### src/core/cafdp_regs.vh
// Register offsets, field positions, reset values and operation codes
`ifndef CAFDP_REGS_VH
`define CAFDP_REGS_VH

// Register offsets on the special-register port
`define CAFDP_PTR_CTRL_ADDR 8'ha7
`define CAFDP_PTR_LO_ADDR 8'hb2
`define CAFDP_PTR_HI_ADDR 8'hb3

// Pointer control fields
`define CAFDP_SEL_BIT 0
`define CAFDP_SWAP_BIT 6
`define CAFDP_SHD_MODE_HI 5
`define CAFDP_SHD_MODE_LO 4
`define CAFDP_MAIN_MODE_HI 3
`define CAFDP_MAIN_MODE_LO 2
`define CAFDP_CTRL_WMASK 8'h7d
`define CAFDP_CTRL_RESET 8'h00

// Pointer mode encodings
`define CAFDP_MODE_PLAIN 2'h0
`define CAFDP_MODE_INC 2'h1
`define CAFDP_MODE_DEC 2'h2
`define CAFDP_MODE_TOGGLE 2'h3

// Operation codes of the arithmetic request port
`define CAFDP_OP_MUL 3'h0
`define CAFDP_OP_DIV 3'h1
`define CAFDP_OP_DADJ 3'h2
`define CAFDP_OP_ROR 3'h3
`define CAFDP_OP_ROL 3'h4
`define CAFDP_OP_CMPJ 3'h5

// Arithmetic constants
`define CAFDP_BYTE_MAX 16'h00ff
`define CAFDP_NIBBLE_MAX 4'h9
`define CAFDP_LOW_FIX 9'h006
`define CAFDP_HIGH_FIX 9'h060
`define CAFDP_BCD_MAX 9'h099

`endif

### src/core/cafdp_core.v
// ALU flag operations and dual data pointer unit of the core datapath
//
// How it works
// RULE_01 - Multiply: low byte to A, high to B
// RULE_02 - Multiply clears carry, overflow above 255
// RULE_03 - Divide: quotient to A, remainder to B
// RULE_04 - Divide clears flags; zero divisor sets overflow
// RULE_05 - Adjust adds 06 on aux carry/nibble>9
// RULE_06 - Adjust adds 60 on carry or low fix
// RULE_07 - Adjust sets carry when result exceeds 99
// RULE_08 - Rotate right: bit0 to carry, carry in
// RULE_09 - Rotate left: bit7 to carry, carry in
// RULE_10 - Compare-jump branches when values differ
// RULE_11 - Compare-jump carry when source exceeds destination
// RULE_12 - Two pointers, selected through control register
// RULE_13 - Auto update only for pointer-addressed moves
// RULE_14 - Bit 6 swaps active pointer after moves
// RULE_15 - Bit 7 unimplemented, reads zero
// RULE_16 - Bits 5:4 hold shadow pointer mode
// RULE_17 - Modes: plain, increment, decrement, toggle bit0
// RULE_18 - Bits 3:2 hold main pointer mode
// RULE_19 - Mode update first, swap for next move
`timescale 1ns/100ps
`include "cafdp_regs.vh"

module cafdp_core #(
    parameter PTR_W = 16
) (
    CLOCK,
    RESET_N,
    OP_VALID,
    OP_CODE,
    ACC_IN,
    B_IN,
    CY_IN,
    AUX_IN,
    CMP_SRC,
    CMP_DST,
    OP_DONE,
    ACC_OUT,
    B_OUT,
    CY_OUT,
    OV_OUT,
    OV_WE,
    BRANCH_TAKEN,
    MOVE_VALID,
    MOVE_VIA_PTR,
    PTR_LOAD,
    PTR_LOAD_DATA,
    ACTIVE_PTR,
    SHADOW_ACTIVE,
    REG_ADDR,
    REG_WDATA,
    REG_WR,
    REG_RD,
    REG_RDATA
);
    // Clock and asynchronous reset
    input wire CLOCK;
    input wire RESET_N;
    // Arithmetic request, operands sampled with it
    input wire OP_VALID;
    input wire [2:0] OP_CODE;
    input wire [7:0] ACC_IN;
    input wire [7:0] B_IN;
    input wire CY_IN;
    input wire AUX_IN;
    input wire [7:0] CMP_SRC;
    input wire [7:0] CMP_DST;
    // Arithmetic results, all registered
    output reg OP_DONE;
    output reg [7:0] ACC_OUT;
    output reg [7:0] B_OUT;
    output reg CY_OUT;
    output reg OV_OUT;
    output reg OV_WE;
    output reg BRANCH_TAKEN;
    // Move completion and direct pointer load
    input wire MOVE_VALID;
    input wire MOVE_VIA_PTR;
    input wire PTR_LOAD;
    input wire [PTR_W-1:0] PTR_LOAD_DATA;
    output reg [PTR_W-1:0] ACTIVE_PTR;
    output reg SHADOW_ACTIVE;
    // Special-register port; read data one cycle late
    input wire [7:0] REG_ADDR;
    input wire [7:0] REG_WDATA;
    input wire REG_WR;
    input wire REG_RD;
    output reg [7:0] REG_RDATA;

    // Pointer storage, index 0 main, index 1 shadow
    reg [PTR_W-1:0] ptr_q [0:1];
    reg [PTR_W-1:0] ptr_d [0:1];
    // Control register, bit 7 and bit 1 never stored
    reg [7:0] ctrl_q;
    reg [7:0] ctrl_d;

    // Datapath results, computed combinationally
    reg [7:0] acc_d;
    reg [7:0] b_d;
    reg cy_d;
    reg ov_d;
    reg ov_we_d;
    reg br_d;
    // Intermediate values of multiply and decimal adjust
    reg [15:0] prod;
    reg [8:0] da_sum;
    reg low_fix;

    // Pointer update helpers
    wire sel = ctrl_q[`CAFDP_SEL_BIT];
    // Main pointer mode field
    wire [1:0] main_mode =
        ctrl_q[`CAFDP_MAIN_MODE_HI:`CAFDP_MAIN_MODE_LO]; // see RULE_18
    // Shadow pointer mode field
    wire [1:0] shd_mode =
        ctrl_q[`CAFDP_SHD_MODE_HI:`CAFDP_SHD_MODE_LO]; // see RULE_16
    wire [1:0] act_mode = sel ? shd_mode : main_mode;
    wire [PTR_W-1:0] act_ptr = ptr_q[sel];
    // Unit step at pointer width, so no operand is widened silently
    wire [PTR_W-1:0] ptr_one = {{(PTR_W-1){1'b0}}, 1'b1};
    // Active pointer after its mode step
    reg [PTR_W-1:0] upd_ptr;
    // Register port decode
    wire hit_ctrl = (REG_ADDR == `CAFDP_PTR_CTRL_ADDR);
    wire hit_lo = (REG_ADDR == `CAFDP_PTR_LO_ADDR);
    wire hit_hi = (REG_ADDR == `CAFDP_PTR_HI_ADDR);

    // Arithmetic operations; A, B, carry and overflow hold when no request
    always @* begin
        acc_d = ACC_OUT;
        b_d = B_OUT;
        cy_d = CY_OUT;
        ov_d = OV_OUT;
        ov_we_d = 1'b0;
        br_d = 1'b0;
        // Operands widened first so the full product is kept
        prod = {8'h00, ACC_IN} * {8'h00, B_IN};
        low_fix = AUX_IN | (ACC_IN[3:0] > `CAFDP_NIBBLE_MAX); // see RULE_05
        da_sum = {1'b0, ACC_IN};
        if (low_fix) begin
            da_sum = da_sum + `CAFDP_LOW_FIX; // see RULE_05
        end
        // Carry as it stood at the start, not any carry of step one
        if (CY_IN | low_fix) begin
            da_sum = da_sum + `CAFDP_HIGH_FIX; // see RULE_06
        end
        // Only a request changes A, B, carry and overflow; idle cycles hold them and clear OV_WE and BRANCH_TAKEN
        if (OP_VALID) begin
            case (OP_CODE)
                // Low product byte to A, high byte to B
                `CAFDP_OP_MUL: begin
                    acc_d = prod[7:0]; // see RULE_01
                    b_d = prod[15:8];
                    cy_d = 1'b0; // see RULE_02
                    ov_d = (prod > `CAFDP_BYTE_MAX); // see RULE_02
                    ov_we_d = 1'b1;
                end
                // Zero divisor raises overflow instead of dividing
                `CAFDP_OP_DIV: begin
                    cy_d = 1'b0; // see RULE_04
                    ov_we_d = 1'b1;
                    if (B_IN == 8'h00) begin
                        // Results undefined; keep operands unchanged
                        acc_d = ACC_IN;
                        b_d = B_IN;
                        ov_d = 1'b1; // see RULE_04
                    end else begin
                        // Quotient and remainder of one unsigned divide
                        acc_d = ACC_IN / B_IN; // see RULE_03
                        b_d = ACC_IN % B_IN; // see RULE_03
                        ov_d = 1'b0; // see RULE_04
                    end
                end
                // Both corrections are already folded into da_sum
                `CAFDP_OP_DADJ: begin
                    acc_d = da_sum[7:0];
                    b_d = B_IN;
                    cy_d = (da_sum > `CAFDP_BCD_MAX); // see RULE_07
                end
                // Carry enters at the top, bit 0 leaves into carry
                `CAFDP_OP_ROR: begin
                    acc_d = {CY_IN, ACC_IN[7:1]}; // see RULE_08
                    b_d = B_IN;
                    cy_d = ACC_IN[0]; // see RULE_08
                end
                // Carry enters at the bottom, bit 7 leaves into carry
                `CAFDP_OP_ROL: begin
                    acc_d = {ACC_IN[6:0], CY_IN}; // see RULE_09
                    b_d = B_IN;
                    cy_d = ACC_IN[7]; // see RULE_09
                end
                // Operands pass through; only carry and branch change
                `CAFDP_OP_CMPJ: begin
                    acc_d = ACC_IN;
                    b_d = B_IN;
                    br_d = (CMP_SRC != CMP_DST); // see RULE_10
                    cy_d = (CMP_SRC > CMP_DST); // see RULE_11
                end
                default: begin
                    // Unused codes pass the A, B and carry inputs straight through
                    acc_d = ACC_IN;
                    b_d = B_IN;
                    cy_d = CY_IN;
                end
            endcase
        end
    end

    // Post-move value of the active pointer per its mode
    always @* begin
        case (act_mode) // see RULE_17
            // Increment and decrement wrap round at the pointer width
            `CAFDP_MODE_INC: upd_ptr = act_ptr + ptr_one;
            `CAFDP_MODE_DEC: upd_ptr = act_ptr - ptr_one;
            // Toggle flips only bit 0, for byte pairs of wide devices
            `CAFDP_MODE_TOGGLE: upd_ptr = act_ptr ^ ptr_one;
            // Plain mode leaves the pointer where it was
            default: upd_ptr = act_ptr;
        endcase
    end

    // Next pointer and control state
    always @* begin
        // Defaults: pointers and control hold
        ptr_d[0] = ptr_q[0];
        ptr_d[1] = ptr_q[1];
        ctrl_d = ctrl_q;
        // Mode update lands on the pointer used by this move
        if (MOVE_VALID && MOVE_VIA_PTR) begin
            ptr_d[sel] = upd_ptr; // see RULE_13
        end
        // Swap after the update, so it serves the next move
        if (MOVE_VALID && ctrl_q[`CAFDP_SWAP_BIT]) begin
            ctrl_d[`CAFDP_SEL_BIT] = ~sel; // see RULE_14, RULE_19
        end
        // Explicit loads override a same-cycle auto update
        if (PTR_LOAD) begin
            ptr_d[sel] = PTR_LOAD_DATA; // see RULE_12
        end
        // Software writes win over every automatic change
        if (REG_WR) begin
            if (hit_ctrl) begin
                // Bits 7 and 1 are masked off on write
                ctrl_d = REG_WDATA & `CAFDP_CTRL_WMASK; // see RULE_15
            end else if (hit_lo) begin
                ptr_d[sel][7:0] = REG_WDATA; // see RULE_12
            end else if (hit_hi) begin
                // High byte covers the upper pointer bits
                ptr_d[sel][PTR_W-1:8] = REG_WDATA[PTR_W-9:0];
            end
        end
    end

    // State registers and registered outputs
    always @(posedge CLOCK or negedge RESET_N) begin
        if (!RESET_N) begin
            ptr_q[0] <= {PTR_W{1'b0}};
            ptr_q[1] <= {PTR_W{1'b0}};
            // Main pointer active, both modes plain, no swap
            ctrl_q <= `CAFDP_CTRL_RESET; // see RULE_14, RULE_16, RULE_18
            // Results read as zero until the first request
            OP_DONE <= 1'b0;
            ACC_OUT <= 8'h00;
            B_OUT <= 8'h00;
            CY_OUT <= 1'b0;
            OV_OUT <= 1'b0;
            OV_WE <= 1'b0;
            BRANCH_TAKEN <= 1'b0;
            ACTIVE_PTR <= {PTR_W{1'b0}};
            SHADOW_ACTIVE <= 1'b0;
            REG_RDATA <= 8'h00;
        end else begin
            ptr_q[0] <= ptr_d[0];
            ptr_q[1] <= ptr_d[1];
            ctrl_q <= ctrl_d;
            // Done follows each request by exactly one cycle
            OP_DONE <= OP_VALID;
            ACC_OUT <= acc_d;
            B_OUT <= b_d;
            CY_OUT <= cy_d;
            OV_OUT <= ov_d;
            OV_WE <= ov_we_d;
            BRANCH_TAKEN <= br_d;
            // Outputs follow the state that the next cycle sees
            ACTIVE_PTR <= ptr_d[ctrl_d[`CAFDP_SEL_BIT]]; // see RULE_12
            SHADOW_ACTIVE <= ctrl_d[`CAFDP_SEL_BIT];
            // Read data shows pre-write state; unmapped reads give zero
            if (REG_RD) begin
                if (hit_ctrl) begin
                    REG_RDATA <= ctrl_q; // see RULE_15, RULE_16, RULE_18
                end else if (hit_lo) begin
                    REG_RDATA <= act_ptr[7:0];
                end else if (hit_hi) begin
                    REG_RDATA <= act_ptr[PTR_W-1:8];
                end else begin
                    REG_RDATA <= 8'h00;
                end
            end else begin
                REG_RDATA <= 8'h00;
            end
        end
    end

endmodule

### config.mk
export PLATFORM = sky130hd
export DESIGN_NAME = cafdp_core
export DESIGN_NICKNAME = d
export VERILOG_FILES = /design/src/core/cafdp_core.v
export VERILOG_INCLUDE_DIRS = /design/src /design/src/core
export SDC_FILE = /design/constraint.sdc
export NUM_CORES = 1
export LEC_CHECK = 0
export CAP_MARGIN = 40
export CORE_MARGIN = 2
export CORE_UTILIZATION = 45
export CTS_CLUSTER_DIAMETER = 60
export DETAILED_ROUTE_END_ITERATION = 8
export DONT_BUFFER_PORTS = 1
export PLACE_DENSITY_LB_ADDON = 0.15
export SLEW_MARGIN = 10
export SYNTH_ARGS = -nofsm -noshare
export SYNTH_HDL_FRONTEND = slang
export SYNTH_SLANG_ARGS = --single-unit
export TNS_END_PERCENT = 100
### constraint.sdc
create_clock -name CLOCK -period 4.6 [get_ports CLOCK]
set_input_delay 0.23 -clock CLOCK [delete_from_list [all_inputs] [get_ports CLOCK]]
set_output_delay 0.23 -clock CLOCK [all_outputs]
set_load 0.01 [all_outputs]
==> run summary <==
The remaining global-route overflow is 0. Setup violations remaining at the end of the flow were counted as 12. Detailed routing inserted a total of 9612 vias. Along the worst hold path, the cell count comes to 2.

The first detailed-routing pass ran for 8 iterations. The run gives 46.2% as the initial cell density of the core. In the layout the commonest cells are sky130_fd_sc_hd__nor2_1 (143), sky130_fd_sc_hd__buf_4 (141), sky130_fd_sc_hd__nand2_1 (96). After Yosys synthesis, XOR and XNOR cells account for 3.22% of the synthesized area.

The tools report the peak supply drop as 0.000233 V. The kind of critical path is in2reg. The number of cells on the critical path was 47; the area share of the largest cell type after synthesis was 21.2%. TritonCTS built the clock tree.

The largest net degree at the start of global routing was 84. The launching element type of the critical path was an input pin. After Yosys synthesis, full adders, half adders and majority gates account for 21.0% of the synthesized area.

The initialized floorplan defines 53 standard-cell rows. The detail-routed net length per standard cell works out to 20.9 microns. The count of pins over their slew limit was 0.

For this block, the routed nets add up to 32.9 mm of wire. In the synthesized netlist, mux cells make up 6.83% of the area. Measured against its own limit, the worst slew margin works out to 46.9%.

The maximum frequency from static timing analysis was 107 MHz; the clock period minus worst slack was 9.34 ns. In the synthesized netlist, the number of instances is 1185. The initial antenna violation count was 0. The number of design-rule violations left by the first detailed-router iteration was 824; the complex-gate fraction of the synthesized area was 22.3%.

For this run, the number of Yosys warnings is 0. Worst clock skew on the final layout: 0.00874 ns. After synthesis, the mean cell area works out to 8.27 sq um. In this run the cell area of the synthesized design comes to 9800 sq um. In the synthesized netlist the dominant register cell turns out to be sky130_fd_sc_hd__dfrtp_1.

The kind of end point of the critical path was a flip-flop. The library cell used most frequently in the layout, excluding fill and tap cells, is sky130_fd_sc_hd__nor2_1. Port buffering added 0 buffers. The endpoint identified for the worst register-to-register timing path is ACTIVE_PTR[12]. In this run, synthesis inferred 0 flip-flops with an integrated enable.

The tools report the part of the Yosys area used for sequential elements as 21.2%. Required time of the worst setup path: 4.88 ns. Placed wire-length estimate after detailed placement: 24.9 mm.

Of all flip-flops after synthesis, the portion carrying an async set or reset was 100%. After floorplanning, the core was sized to cover 21200 sq um. The most critical setup path has its startpoint at B_IN[7]. The vertical die dimension is 152 microns, and the worst-case clock buffer depth is 2.

For this design the ratio of total power to cell area is 435 nW/um^2. Slowest cell on the critical path: sky130_fd_sc_hd__or4_1. The number of clock buffers added by TritonCTS is 9.

By area the synthesized netlist is led by sky130_fd_sc_hd__dfrtp_1 (21%), sky130_fd_sc_hd__ha_1 (13%), sky130_fd_sc_hd__fa_1 (7.8%). The depth of the worst register-to-register path was 12. The I/O pin count was 123; the period utilization was 203%. In the global route stage, overall resource usage came out at 28.3%. After synthesis, the largest family of logic cells by area is compound AO/OA/AOI/OAI gates. The area of combinational cells with multiple inputs was 7630 sq um; the global placement routability congestion was 0.939.

The run finished, with violations left. The layout net count was 1514. Fraction of final layout cells with drive strength greater than 1: 22.3%.

The cell family contributing the most delay on the critical path is compound AO/OA/AOI/OAI gates. The tools report the CTS root buffer as sky130_fd_sc_hd__clkbuf_16. The first global-routing pass estimated 50.6 mm of wire.

The total number of clock tree sinks came out at 83. Max-cap violations in this run came to 0. After synthesis, the netlist uses 83 different library cells. The buffer and inverter count on the worst path is 3.

The path class of the tightest hold or removal check is in2reg. The checks that failed: setup timing. The ratio of routed vias to standard cells is 6.10. The tools report the post-route DRC violation count as 0.

The worst register-to-register path has a setup slack of 0.66 ns. Area overhead of the layout relative to synthesis: 20.9%. The synthesized net count is 1404, and the post-detailed-route count of antenna-violating nets is 0. Worst setup margin: -4.74 ns. In this run the worst setup path terminates at B_OUT[4]. The run gives 9.62 ns as the arrival time of data at the critical path endpoint. The final hold violation count is 0.

Setup repair after global routing could not meet its margin everywhere. The transition at the pin with the smallest max-transition slack is 0.793 ns, and the post-synthesis share of cell area spent on and, or, nand and nor gates is 19.8%. The number of antenna diodes in the final layout is 0.

The number of flip-flops and latches in the synthesized netlist is 83. The via count of the first global-routing pass is 9355. The cell type with the highest aggregate area in the netlist was sky130_fd_sc_hd__dfrtp_1. The filler cells instantiated in the layout total 1978. Once layout is complete, the utilization of the core stands at 55.8%.

The largest stage delay on the critical path is 0.39 ns. The H-tree depth is 3, and the static leakage is 0.00552 uW. The area of the die is 23000 sq um. In the final layout, flip-flops and latches occupy 2080 sq um. The run gives -48.32 ns as the post-route setup TNS. After clock tree synthesis, the clock-pin slew on the worst setup and hold paths is 0.08 ns.

The die boundary width was 152 microns. Clock latency at the later pin of the worst-skew pair: 0.35 ns. The startpoint of the worst-slack reg-to-reg timing path is ctrl_q[0]. The highest fanout seen on the critical path was 13.
==> power by group <==
part | internal (uW) | total (uW) | leakage [uW] | switching, uW
sequential | 976 | 1170 | 0.00101 | 192
clock | 386 | 757 | 0.000148 | 371
combinational | 1470 | 3230 | 0.00436 | 1750
total | 2840 | 5150 | 0.00552 | 2320
==> sequential cells by signal (all words and copies together), names as in the netlist <==
signal        count
ptr_q            32
ACTIVE_PTR       16
ACC_OUT           8
B_OUT             8
REG_RDATA         8
ctrl_q            6
BRANCH_TAKEN      1
CY_OUT            1
OP_DONE           1
OV_OUT            1
OV_WE             1
==> what timing repair did <==
action	CTS	global route
setup endpoints to repair	12	13
hold buffers	3	0
hold endpoints to repair	87	0
buffers inserted	12	8
pin swaps	31	38
resized for setup	26	33
==> layer usage <==
layer  wire length, microns  track usage, %
met5                      0               0
met4                    582            6.57
met3                   3330            7.28
met2                  14100            42.0
met1                  14800            41.3
==> layout make-up <==
cell class,count,area share [%]
Sequential cell,83,17.5
Timing Repair Buffer,150,9.90
Tap cell,275,2.90
Inverter,88,2.79
Multi-Input combinational cell,963,64.4
Clock inverter,7,0.623
Clock buffer,9,1.90
==> how the worst min path moves through the flow <==
stage / startpoint / to / slack, ns
after global routing: OP_VALID / ACC_OUT[7] / 0.006
after global placement: RESET_N / ACTIVE_PTR[14] / -0.06
after floorplan: RESET_N / ACC_OUT[0] / -0.07
final: REG_WDATA[6] / ptr_q[30] / 0.009
after CTS: REG_RD / REG_RDATA[1] / 0.001
after detailed placement: RESET_N / ACTIVE_PTR[12] / -0.06
==> cells in the mapped netlist (all sizes together) (21+ instances only) <==
cell and number:
o21ai 52, a21oi 74, nand3 21, nor3 35, a21o 24, clkbuf 37
xnor2 22, dfrtp 83, mux2 46, nand2 102, inv 87, fa 38
nor2 144, ha 104, o21a 21
==> kinds of logic (layout without fill, tap and decap cells) <==
group           count (synthesis)  count (layout)
xor+xnor                       36              36
mux                            60              60
fa+ha+maj                     142             142
flops                          83              83
buf+inv                       139             254
simple gates                  408             408
compound gates                317             317
==> per-stage QoR <==
step	power, uW	setup WS [ns]	hold slack (ns)	area, sq um	std cells
after CTS	5010	-4.54	0.00109	11600	1567
after global routing	5530	-5.21	0.00624	11900	1575
after floorplan	3320	-5.02	-0.0656	10000	1185
after detailed placement	4160	-5.30	-0.0638	11100	1537
after global placement	4150	-5.02	-0.0638	11100	1536
final	5150	-4.74	0.00915	11900	1575
(Power assumes the default switching activity.)
